`src/pllcfg_map.svh`:
```
`ifndef PLLCFG_MAP_SVH
`define PLLCFG_MAP_SVH
// register byte offsets on the wishbone bus
`define PLLCFG_CTRL_OFS     8'h00
`define PLLCFG_REFDIV_OFS   8'h04
`define PLLCFG_FBDIV_OFS    8'h08
`define PLLCFG_AUXFB_OFS    8'h0c
`define PLLCFG_PRE2_OFS     8'h10
`define PLLCFG_FB2_OFS      8'h14
`define PLLCFG_STAT_OFS     8'h18
`define PLLCFG_OUTDIV_OFS   8'h20
// control register field positions
`define PLLCFG_BYPASS_BIT   0
`define PLLCFG_SRCSEL_LSB   1
`define PLLCFG_HALVE_BIT    3
`define PLLCFG_DBL_BIT      4
`define PLLCFG_ROUTE_BIT    5
`define PLLCFG_CENTER_BIT   6
`define PLLCFG_GUARD_BIT    7
`define PLLCFG_EXTH_BIT     8
`define PLLCFG_INDIV_LSB    9
`define PLLCFG_MANSEL_BIT   11
// reset values: only centering set after start-up
`define PLLCFG_CTRL_RST     12'h040
`define PLLCFG_DIV_RST      15'h0001
// divider limits
`define PLLCFG_FB2_MIN_SYN  10'h008
`define PLLCFG_OBASE_MAX    3'h5
`define PLLCFG_OEXP_MAX     4'hc
`define PLLCFG_OUT_CH       8
`endif

```
`src/pllcfg_pkg.sv`:
```
package pllcfg_pkg;
    // frequency generation modes decoded from the control word
    typedef enum logic [1:0] {
        PLLCFG_DUAL,
        PLLCFG_SYNTH,
        PLLCFG_VCXO,
        PLLCFG_BYPASS
    } pllcfg_mode_e;
endpackage : pllcfg_pkg

```
`src/pllcfg_top.sv`:
```
`timescale 1ns/1ps
`include "pllcfg_map.svh"
// What this block does
// RULE1 - bypass bit routes input to second loop
// RULE2 - select 10 uses first-loop oscillator as reference
// RULE3 - halving bit adds divide-by-two in feedback; the code ignores it when route 1 picks the cascade
// RULE4 - full bypass: manual input, no monitoring
// RULE5 - software sets bypass, doubler off, select 11
// RULE6 - bypass output ratio is input*pre*output divider
// RULE7 - delay units timed from select mux output
// RULE8 - input divider ratios 1, 2, 4, 8
// RULE9 - second-loop prediv seven bits, 1 to 127
// RULE10 - synth feedback divider 8 to 1023
// RULE11 - output dividers base 1-5 times 2^0-12
// RULE12 - first-loop ref and feedback dividers 15 bits
// RULE13 - auxiliary cascade divider has 14 bits
// RULE14 - doubler makes effective prediv one half
// RULE15 - route bit picks own or cascaded feedback
// RULE16 - cascade with prediv one for fixed delay
// RULE17 - centering set at start, software clears it
// RULE18 - switching and holdover need first loop active
// RULE19 - software sets guard for low reference
// RULE20 - guard invalidates loss flag, stops switching
// RULE21 - halve select divides external oscillator by two
// RULE22 - route 0 own divider, 1 both in cascade
// RULE23 - doubler on disables prediv, off it divides
// RULE24 - mode selects decoded combinationally, no reset
module pllcfg_top (
    input  wire logic        SYS_CLK_I,
    input  wire logic        NRST_I,
    input  wire logic        WB_CYC_I,
    input  wire logic        WB_STB_I,
    input  wire logic        WB_WE_I,
    input  wire logic [7:0]  WB_ADR_I,
    input  wire logic [3:0]  WB_SEL_I,
    input  wire logic [31:0] WB_DAT_I,
    output logic      [31:0] WB_DAT_O,
    output logic             WB_ACK_O,
    input  wire logic        INPUT_LOSS_RAW_I,
    input  wire logic        LOCK_RAW_I,
    output logic             SECOND_LOOP_DIRECT_O,
    output logic             SECOND_LOOP_BYPASS_O,
    output logic             FULL_BYPASS_O,
    output logic [1:0]       DELAY_REF_SEL_O,
    output logic             ACTIVE_INPUT_O,
    output logic             AUTO_SWITCH_EN_O,
    output logic             HOLDOVER_EN_O,
    output logic             LOCK_REPORT_O,
    output logic             INPUT_LOSS_FLAG_O,
    output logic             VCXO_CENTER_O,
    output logic             FIRST_LOCK_EN_O,
    output logic             EXT_OSC_HALVE_O,
    output logic             DOUBLER_EN_O,
    output logic [3:0]       IN_DIV_O,
    output logic [14:0]      REF_PREDIV_O,
    output logic [28:0]      FIRST_FB_TOTAL_O,
    output logic [6:0]       SECOND_PREDIV_O,
    output logic [9:0]       SECOND_FB_DIV_O,
    output logic [10:0]      BYPASS_PATH_DIV_O,
    output logic [119:0]     OUT_DIV_O
);

    // control word and divider settings held by software
    logic [11:0] ctrl_r;                 // mode and steering bits
    logic [14:0] ref_prediv_r;           // first_loop_ref_prediv
    logic [14:0] fb_div_r;               // first_loop_fb_div
    logic [13:0] aux_fb_r;               // aux_cascade_fb_div
    logic [6:0]  pre2_r;                 // second_loop_prediv
    logic [9:0]  fb2_r;                  // second_loop_fb_div
    logic [6:0]  outdiv_r [`PLLCFG_OUT_CH]; // base in [2:0], power in [6:3]

    // named views of the control bits
    logic        first_loop_bypass;
    logic [1:0]  ref_source_select;
    logic        first_fb_extra_halve;
    logic        second_loop_doubler_en;
    logic        first_loop_fb_route;
    logic        vcxo_center_force;
    logic        low_reference_guard;
    logic        ext_osc_halve_sel;
    logic [1:0]  in_div_code;            // log2 of input divider
    logic        manual_input_sel;

    // bus decode helpers
    logic        wb_req;                 // access pending, not yet answered
    logic        wb_wr;                  // write strobe on the answering edge
    logic [31:0] rd_nxt;                 // read data for current address
    logic        mode_ok;                // flags a half-set full bypass in status
    pllcfg_pkg::pllcfg_mode_e mode;     // decoded mode

    assign first_loop_bypass      = ctrl_r[`PLLCFG_BYPASS_BIT];
    assign ref_source_select      = ctrl_r[`PLLCFG_SRCSEL_LSB +: 2];
    assign first_fb_extra_halve   = ctrl_r[`PLLCFG_HALVE_BIT];
    assign second_loop_doubler_en = ctrl_r[`PLLCFG_DBL_BIT];
    assign first_loop_fb_route    = ctrl_r[`PLLCFG_ROUTE_BIT];
    assign vcxo_center_force      = ctrl_r[`PLLCFG_CENTER_BIT];
    assign low_reference_guard    = ctrl_r[`PLLCFG_GUARD_BIT];
    assign ext_osc_halve_sel      = ctrl_r[`PLLCFG_EXTH_BIT];
    assign in_div_code            = ctrl_r[`PLLCFG_INDIV_LSB +: 2];
    assign manual_input_sel       = ctrl_r[`PLLCFG_MANSEL_BIT];

    // merge write data into a register under the byte enables
    function automatic logic [31:0] wr_merge(
        input logic [31:0] old,
        input logic [31:0] dat,
        input logic [3:0]  sel
    );
        logic [31:0] res;
        res = old;
        for (int b = 0; b < 4; b++) begin
            if (sel[b]) begin
                res[b*8 +: 8] = dat[b*8 +: 8];
            end
        end
        return res;
    endfunction : wr_merge

    // a zero ratio is not meaningful; treat it as divide by one
    function automatic logic [14:0] no_zero(input logic [14:0] v);
        return (v == 15'h0000) ? 15'h0001 : v;
    endfunction : no_zero

    // classic wishbone: ack one cycle after the strobe, dropped next
    assign wb_req = WB_CYC_I & WB_STB_I & ~WB_ACK_O;
    assign wb_wr  = wb_req & WB_WE_I;

    // ack generation; every address answers, unmapped ones with zero
    always_ff @(posedge SYS_CLK_I or negedge NRST_I) begin
        if (!NRST_I) begin
            WB_ACK_O <= 1'b0;
        end else begin
            WB_ACK_O <= wb_req;
        end
    end

    // mode decode straight from the stored bits, so any change acts
    // at once without a reset
    always_comb begin
        if (ref_source_select == 2'h3) begin
            mode = pllcfg_pkg::PLLCFG_BYPASS;             // RULE24
        end else if (ref_source_select == 2'h2) begin
            mode = pllcfg_pkg::PLLCFG_VCXO;               // RULE2
        end else if (first_loop_bypass) begin
            mode = pllcfg_pkg::PLLCFG_SYNTH;              // RULE1
        end else begin
            mode = pllcfg_pkg::PLLCFG_DUAL;
        end
    end

    // full bypass follows select 11 alone, whatever the bypass and doubler bits;
    // a half-set bypass is flagged in status rather than corrected
    assign mode_ok = (mode != pllcfg_pkg::PLLCFG_BYPASS)
                   | (first_loop_bypass & ~second_loop_doubler_en); // RULE5

    // control register; centering forced at start-up
    always_ff @(posedge SYS_CLK_I or negedge NRST_I) begin
        if (!NRST_I) begin
            ctrl_r <= `PLLCFG_CTRL_RST;                    // RULE17
        end else if (wb_wr && WB_ADR_I == `PLLCFG_CTRL_OFS) begin
            // a cast keeps the low bits; a function result cannot be sliced
            ctrl_r <= 12'(wr_merge({20'h00000, ctrl_r}, WB_DAT_I, WB_SEL_I));
        end
    end

    // first-loop dividers, widths fixed by the hardware
    always_ff @(posedge SYS_CLK_I or negedge NRST_I) begin
        if (!NRST_I) begin
            ref_prediv_r <= `PLLCFG_DIV_RST;
            fb_div_r     <= `PLLCFG_DIV_RST;
            aux_fb_r     <= 14'h0001;
        end else if (wb_wr) begin
            case (WB_ADR_I)
                `PLLCFG_REFDIV_OFS: begin                  // RULE12
                    ref_prediv_r <= 15'(wr_merge({17'h00000, ref_prediv_r},
                                    WB_DAT_I, WB_SEL_I));
                end
                `PLLCFG_FBDIV_OFS: begin                   // RULE12
                    fb_div_r <= 15'(wr_merge({17'h00000, fb_div_r},
                                WB_DAT_I, WB_SEL_I));
                end
                `PLLCFG_AUXFB_OFS: begin                   // RULE13
                    aux_fb_r <= 14'(wr_merge({18'h00000, aux_fb_r},
                                WB_DAT_I, WB_SEL_I));
                end
                default: begin
                end
            endcase
        end
    end

    // second-loop dividers
    always_ff @(posedge SYS_CLK_I or negedge NRST_I) begin
        if (!NRST_I) begin
            pre2_r <= 7'h01;
            fb2_r  <= `PLLCFG_FB2_MIN_SYN;
        end else if (wb_wr) begin
            case (WB_ADR_I)
                `PLLCFG_PRE2_OFS: begin                    // RULE9
                    pre2_r <= 7'(wr_merge({25'h0000000, pre2_r},
                              WB_DAT_I, WB_SEL_I));
                end
                `PLLCFG_FB2_OFS: begin                     // RULE10
                    fb2_r <= 10'(wr_merge({22'h000000, fb2_r},
                             WB_DAT_I, WB_SEL_I));
                end
                default: begin
                end
            endcase
        end
    end

    // eight output channel dividers, one word each
    for (genvar ch = 0; ch < `PLLCFG_OUT_CH; ch++) begin : g_out
        logic [7:0]  ofs;                // this channel's byte offset
        logic [2:0]  base;               // base clamped to 1..5
        logic [3:0]  pwr;                // power clamped to 0..12
        assign ofs = 8'(`PLLCFG_OUTDIV_OFS + 4 * ch);

        always_ff @(posedge SYS_CLK_I or negedge NRST_I) begin
            if (!NRST_I) begin
                outdiv_r[ch] <= 7'h01;
            end else if (wb_wr && WB_ADR_I == ofs && WB_SEL_I[0]) begin
                outdiv_r[ch] <= WB_DAT_I[6:0];
            end
        end

        // out-of-range codes saturate rather than wrap
        always_comb begin
            if (outdiv_r[ch][2:0] == 3'h0) begin
                base = 3'h1;                               // RULE11
            end else if (outdiv_r[ch][2:0] > `PLLCFG_OBASE_MAX) begin
                base = `PLLCFG_OBASE_MAX;
            end else begin
                base = outdiv_r[ch][2:0];
            end
            if (outdiv_r[ch][6:3] > `PLLCFG_OEXP_MAX) begin
                pwr = `PLLCFG_OEXP_MAX;
            end else begin
                pwr = outdiv_r[ch][6:3];
            end
        end

        // ratio register, at most 5 * 4096 = 20480
        always_ff @(posedge SYS_CLK_I or negedge NRST_I) begin
            if (!NRST_I) begin
                OUT_DIV_O[ch*15 +: 15] <= 15'h0001;
            end else begin
                OUT_DIV_O[ch*15 +: 15] <= 15'(base) << pwr; // RULE11
            end
        end
    end

    // register read mux
    always_comb begin
        rd_nxt = 32'h00000000;
        case (WB_ADR_I)
            `PLLCFG_CTRL_OFS:   rd_nxt = {20'h00000, ctrl_r};
            `PLLCFG_REFDIV_OFS: rd_nxt = {17'h00000, ref_prediv_r};
            `PLLCFG_FBDIV_OFS:  rd_nxt = {17'h00000, fb_div_r};
            `PLLCFG_AUXFB_OFS:  rd_nxt = {18'h00000, aux_fb_r};
            `PLLCFG_PRE2_OFS:   rd_nxt = {25'h0000000, pre2_r};
            `PLLCFG_FB2_OFS:    rd_nxt = {22'h000000, fb2_r};
            `PLLCFG_STAT_OFS: begin
                // live state of the block
                rd_nxt = {24'h000000, AUTO_SWITCH_EN_O, HOLDOVER_EN_O,
                          FIRST_LOCK_EN_O, INPUT_LOSS_FLAG_O,
                          LOCK_REPORT_O, mode_ok, 2'(mode)};
            end
            default: begin
                for (int c = 0; c < `PLLCFG_OUT_CH; c++) begin
                    if (WB_ADR_I == 8'(`PLLCFG_OUTDIV_OFS + 4 * c)) begin
                        rd_nxt = {25'h0000000, outdiv_r[c]};
                    end
                end
            end
        endcase
    end

    // read data registered with the ack
    always_ff @(posedge SYS_CLK_I or negedge NRST_I) begin
        if (!NRST_I) begin
            WB_DAT_O <= 32'h00000000;
        end else if (wb_req && !WB_WE_I) begin
            WB_DAT_O <= rd_nxt;
        end
    end

    // path selects are plain decodes so that software sees them
    // change in the same cycle as the write lands
    assign SECOND_LOOP_DIRECT_O = first_loop_bypass;        // RULE1
    assign SECOND_LOOP_BYPASS_O = (mode == pllcfg_pkg::PLLCFG_VCXO); // RULE2
    assign FULL_BYPASS_O = (mode == pllcfg_pkg::PLLCFG_BYPASS); // RULE24
    assign DELAY_REF_SEL_O = ref_source_select;             // RULE7
    assign EXT_OSC_HALVE_O = ext_osc_halve_sel;             // RULE21
    assign DOUBLER_EN_O = second_loop_doubler_en;           // RULE14
    assign VCXO_CENTER_O = vcxo_center_force;               // RULE17

    // first loop can lock only once centering is released and the
    // loop is in the signal path
    assign FIRST_LOCK_EN_O = ~vcxo_center_force & ~first_loop_bypass
                           & ~FULL_BYPASS_O;                // RULE17

    // holdover and switching need the first loop in the path
    assign HOLDOVER_EN_O = ~first_loop_bypass & ~FULL_BYPASS_O; // RULE18

    // guard bit invalidates loss detect and stops auto switching
    assign AUTO_SWITCH_EN_O = HOLDOVER_EN_O & ~low_reference_guard; // RULE20

    // no monitoring at all in full bypass
    assign INPUT_LOSS_FLAG_O = INPUT_LOSS_RAW_I & ~FULL_BYPASS_O
                             & ~low_reference_guard;        // RULE4
    assign LOCK_REPORT_O = LOCK_RAW_I & ~FULL_BYPASS_O;     // RULE4

    // only the manual select picks the input in bypass; elsewhere
    // the manual choice is still the starting input
    assign ACTIVE_INPUT_O = manual_input_sel;               // RULE4

    // effective ratios, registered since they fan out widely
    always_ff @(posedge SYS_CLK_I or negedge NRST_I) begin
        if (!NRST_I) begin
            IN_DIV_O     <= 4'h1;
            REF_PREDIV_O <= 15'h0001;
        end else begin
            IN_DIV_O     <= 4'h1 << in_div_code;            // RULE8
            REF_PREDIV_O <= no_zero(ref_prediv_r);          // RULE12
        end
    end

    // first-loop feedback: own divider (optionally halved) or the
    // cascade through the second loop
    always_ff @(posedge SYS_CLK_I or negedge NRST_I) begin
        if (!NRST_I) begin
            FIRST_FB_TOTAL_O <= 29'h00000001;
        end else if (first_loop_fb_route) begin             // RULE15
            FIRST_FB_TOTAL_O <= 29'(no_zero(fb_div_r))
                * 29'(no_zero({1'b0, aux_fb_r}));           // RULE22
        end else if (first_fb_extra_halve) begin
            FIRST_FB_TOTAL_O <= 29'(no_zero(fb_div_r)) << 1; // RULE3
        end else begin
            FIRST_FB_TOTAL_O <= 29'(no_zero(fb_div_r));     // RULE22
        end
    end

    // second-loop pre-division: zero when the doubler bypasses it
    always_ff @(posedge SYS_CLK_I or negedge NRST_I) begin
        if (!NRST_I) begin
            SECOND_PREDIV_O <= 7'h01;
        end else if (second_loop_doubler_en) begin
            SECOND_PREDIV_O <= 7'h00;                       // RULE23
        end else if (pre2_r == 7'h00) begin
            SECOND_PREDIV_O <= 7'h01;                       // RULE9
        end else begin
            SECOND_PREDIV_O <= pre2_r;                      // RULE23
        end
    end

    // second-loop feedback; the synthesizer needs at least 8
    always_ff @(posedge SYS_CLK_I or negedge NRST_I) begin
        if (!NRST_I) begin
            SECOND_FB_DIV_O <= `PLLCFG_FB2_MIN_SYN;
        end else if (mode == pllcfg_pkg::PLLCFG_SYNTH
                     && fb2_r < `PLLCFG_FB2_MIN_SYN) begin
            SECOND_FB_DIV_O <= `PLLCFG_FB2_MIN_SYN;         // RULE10
        end else if (fb2_r == 10'h000) begin
            SECOND_FB_DIV_O <= 10'h001;
        end else begin
            SECOND_FB_DIV_O <= fb2_r;
        end
    end

    // bypass fanout: input divider times prediv, output divider
    // applied per channel; doubler must be off so prediv is real
    always_ff @(posedge SYS_CLK_I or negedge NRST_I) begin
        if (!NRST_I) begin
            BYPASS_PATH_DIV_O <= 11'h001;
        end else begin
            BYPASS_PATH_DIV_O <= 11'(4'h1 << in_div_code)
                * 11'((pre2_r == 7'h00) ? 7'h01 : pre2_r); // RULE6
        end
    end

endmodule : pllcfg_top

```
`config.mk`:
```
export PLATFORM = sky130hd
export DESIGN_NAME = pllcfg_top
export DESIGN_NICKNAME = d
export VERILOG_FILES = /design/src/pllcfg_pkg.sv /design/src/pllcfg_top.sv
export VERILOG_INCLUDE_DIRS = /design/src
export SDC_FILE = /design/constraint.sdc
export NUM_CORES = 1
export LEC_CHECK = 0
export BUFFER_PORTS_ARGS = -buffer_cell sky130_fd_sc_hd__buf_2
export CAP_MARGIN = 20
export CORE_MARGIN = 8
export CORE_UTILIZATION = 26
export DETAILED_ROUTE_END_ITERATION = 12
export GPL_TIMING_DRIVEN = 0
export HOLD_SLACK_MARGIN = 0.1
export SLEW_MARGIN = 20
export SYNTH_ARGS = -nofsm -noshare
export SYNTH_HDL_FRONTEND = slang
export SYNTH_SLANG_ARGS = --single-unit
```
`constraint.sdc`:
```
create_clock -name SYS_CLK_I -period 9.6 [get_ports SYS_CLK_I]
set_input_delay 1.44 -clock SYS_CLK_I [delete_from_list [all_inputs] [get_ports SYS_CLK_I]]
set_output_delay 1.44 -clock SYS_CLK_I [all_outputs]
set_load 0.01 [all_outputs]
```
==> metrics <==
initial cell density of the core 26.1%; reg2reg setup slack 1920 ps; async set-reset flop share out of synthesis 100%; setup fix buffers added after clock tree synthesis 0; Area after DPL 0.0255 mm²; share of cells above drive strength 1 between 20% and 30%; count of unique library cells instantiated by Yosys 84; DPL Wire Length 55,800 µm; ANT nets after route 0; initial antenna violation count 5; maximum buffer depth of the clock tree 3; Cell Area, Synth about 0.023 mm²; RePlAce Congestion 0.900; Pwr per Cell Area 120 mW/mm²; reg-to-reg startpoint fb_div_r[5]$_DFFE_PN0P_; crit path launch fb_div_r[5]$_DFFE_PN0P_; worst max-slew margin expressed relative to the limit 33.3%; count of synthesis-stage warnings from yosys 0; Rows 108; sort of element at the start of the critical path register; Period minus WS final around 7700 ps; Port Buf Inserts 253; critical path capture point type register; Reg2Reg Depth 21; Least-Margin Pin Slew 992 ps; Synth Register Bits roughly 340; Arr. time, crit path 8110 ps; number of global-route vias before repair around 18,000; leading cell types in the layout, fill and taps excluded 313 x dfrtp_1, 262 x buf_2, 211 x nand2_1; most common cell after layout, fill and taps aside dfrtp_1; part of the Yosys area used for sequential elements 37.9%; Clk Tree Root Cell clkbuf_16; area of the multi-input gates 0.0126 mm²; reg-to-reg endpoint FIRST_FB_TOTAL_O[27]$_DFF_PN0_; pin count of the biggest net entering global routing 96; post-cts gate resize count 0; die outline height 311 µm; combined flip-flop and latch cell area roughly 0.0086 mm²; final hold viol count 0; number of H-tree levels 2; CTS Hold Buffers Added 0; setup total negative slack 0 ps; clock latency on the worst-skew pair approximately 590 ps; detailed-router iteration count before antenna repair 5; standby leakage power 13.3 nW; Gate Count Post-Synth about 2,200; final setup violating endpoints 0; first-pass GRT wire length 109,000 µm; worst hold slack 500 ps; Reg clk slew, reported paths ~60 ps; category of the critical setup timing path reg -> reg; VDD IR-drop max 0.109 mV; number of buffers created by CTS 40; endpoint of the worst setup timing path FIRST_FB_TOTAL_O[27]$_DFF_PN0_; cell area after layout 0.0268 mm²; overall global routing resource usage 14.4%; Worst Setup Slack, final 1920 ps; synthesis-to-finish area growth 18.7%; core area just under 0.09 mm²; Post-Syn Area per Cell 10.3 µm²; overall die area between 0.09 and 0.1 mm²; via total after detailed routing 17,400; largest driver fanout on the critical path 10; total detailed-routing wirelength 71,300 µm; Top-Level Pins 294; via density per instance 4.69; Max-Cap Viols 0; pre-CTS worst setup slack 1970 ps; achievable clock frequency approximately 130 MHz; status finished, final reports clean; path category of the worst min-delay check reg -> reg; Die Width just over 300 µm; number of flops mapped to enable cells by yosys 0; CTS tree yes; prevailing post-synth register cell dfrtp_1; drt drc 0; Slew Limit Fails 0; Worst Clk Skew between 15 and 20 ps; Req. time, crit path 10,020 ps; Initial DRC Count 1,268; final-layout fill cell count 9,040; sum of overflow across all layers after global routing 0; period utilisation layout 80.0%; final routed wire length divided by cell count 19.3 µm; net total in the final layout 2,843; unrepaired setup endpoints after global routing no; CTS Sinks ~340
## cell families after synthesis
group | after synthesis | synth area share, %
AOI/OAI and AO/OA | 287 | 8.57
other | 1 | 0.0166
muxes | 186 | 9.14
and+or+nand+nor | 697 | 15.6
adders and majority gates | 284 | 21.1
buffers and inverters | 373 | 6.65
DFF | 341 | 37.9
xor gates and xnor gates | 25 | 0.969
## cell usage after synthesis (8+ instances only)
library cell | instances | share of area (%)
a22oi_1 | 21 | 0.70
nand3_1 | 24 | 0.53
a32oi_1 | 8 | 0.31
and3_1 | 11 | 0.30
nor2_1 | 124 | 2.1
fa_1 | 162 | 14
nor3_1 | 52 | 1.2
clkbuf_1 | 133 | 2.2
and2_1 | 106 | 2.9
dfrtp_1 | 313 | 35
a21oi_1 | 50 | 1.1
dfstp_2 | 28 | 3.3
nor2b_1 | 43 | 1.2
o21bai_1 | 10 | 0.33
o22a_1 | 10 | 0.39
or2_2 | 9 | 0.25
a21o_1 | 15 | 0.50
o22ai_1 | 20 | 0.55
buf_4 | 20 | 0.66
a31oi_1 | 16 | 0.44
o21ai_0 | 62 | 1.4
ha_1 | 122 | 6.8
a211oi_1 | 8 | 0.27
inv_1 | 206 | 3.4
mux2i_1 | 32 | 1.4
nand2b_1 | 51 | 1.4
and2_0 | 8 | 0.22
mux2_2 | 150 | 7.5
a21boi_1 | 8 | 0.27
nand4_1 | 9 | 0.25
nor4_1 | 13 | 0.36
nand2_1 | 211 | 3.5
buf_2 | 10 | 0.22
xnor2_1 | 21 | 0.81
## through the flow
stage,util [%],instances,power (W)
global placement,29.3,3618,0.00168
finish,31.0,3698,0.00323
global route,31.0,3698,0.00335
CTS,31.0,3695,0.00328
detailed placement,29.5,3621,0.00168
floorplan,-,2210,0.00158
## routing by layer
| metal | vias to the layer above | global-route usage, % | wire, µm |
|---|---|---|---|
| met4 | 4 | 4.31 | 2230 |
| met1 | 8706 | 19.2 | 31100 |
| met3 | 124 | 4.27 | 5950 |
| met2 | 615 | 22.5 | 32000 |
| met5 | - | 0 | 27 |
| li1 | 7906 | - | - |
## worst max-delay path: stages, from the launching register on
cell,delay [ps]
dfrtp_1,310
clkbuf_1,560
nor4_1,160
a41oi_1,760
clkbuf_1,510
nand2b_1,190
fa_1,450
fa_1,490
inv_1,60
fa_1,460
fa_1,520
fa_1,550
inv_1,50
fa_1,530
inv_1,40
ha_1,370
and2_1,200
nand3_1,160
o211a_1,220
o211ai_1,210
o311ai_1,480
o221ai_1,210
## power by group
part | switching [W] | internal, W | total, W
combinational | 0.000125 | 0.0000543 | 0.000179
clock | 0.000680 | 0.000890 | 0.00157
sequential | 0.0000162 | 0.00146 | 0.00148
total | 0.000822 | 0.00241 | 0.00323
## state kept, by name, indices dropped and copies added, names as in the netlist
signal             cells
REF_PREDIV_O          15
OUT_DIV_O            120
BYPASS_PATH_DIV_O     11
ref_prediv_r          15
outdiv_r              56
WB_ACK_O               1
WB_DAT_O              15
fb_div_r              15
fb2_r                 10
FIRST_FB_TOTAL_O      29
pre2_r                 7
ctrl_r                12
IN_DIV_O               4
SECOND_FB_DIV_O       10
SECOND_PREDIV_O        7
aux_fb_r              14
## worst min path at each step
stage                                         to                     from  slack, ps  depth (start not counted)
detailed placement       WB_DAT_O[6]$_DFFE_PN0P_  WB_DAT_O[6]$_DFFE_PN0P_        490                          1
global route             WB_DAT_O[6]$_DFFE_PN0P_  WB_DAT_O[6]$_DFFE_PN0P_        510                          1
CTS                      WB_DAT_O[6]$_DFFE_PN0P_  WB_DAT_O[6]$_DFFE_PN0P_        510                          1
global placement         WB_DAT_O[6]$_DFFE_PN0P_  WB_DAT_O[6]$_DFFE_PN0P_        480                          1
finish                   WB_DAT_O[6]$_DFFE_PN0P_  WB_DAT_O[6]$_DFFE_PN0P_        500                          1
floorplan           SECOND_FB_DIV_O[6]$_DFF_PN0_     fb2_r[6]$_DFFE_PN0P_        460                          1
## layout make-up
class	count	share of cell area, %
multi-input cells	1496	46.9
flip-flops and latches	341	31.9
well taps	1155	5.39
repair buffers	256	5.06
clock buffers	50	4.14
inverters	207	2.90
plain buffers	166	2.70
clock inverters	24	0.905
diodes	3	0.0280
(Power assumes the default switching activity.)
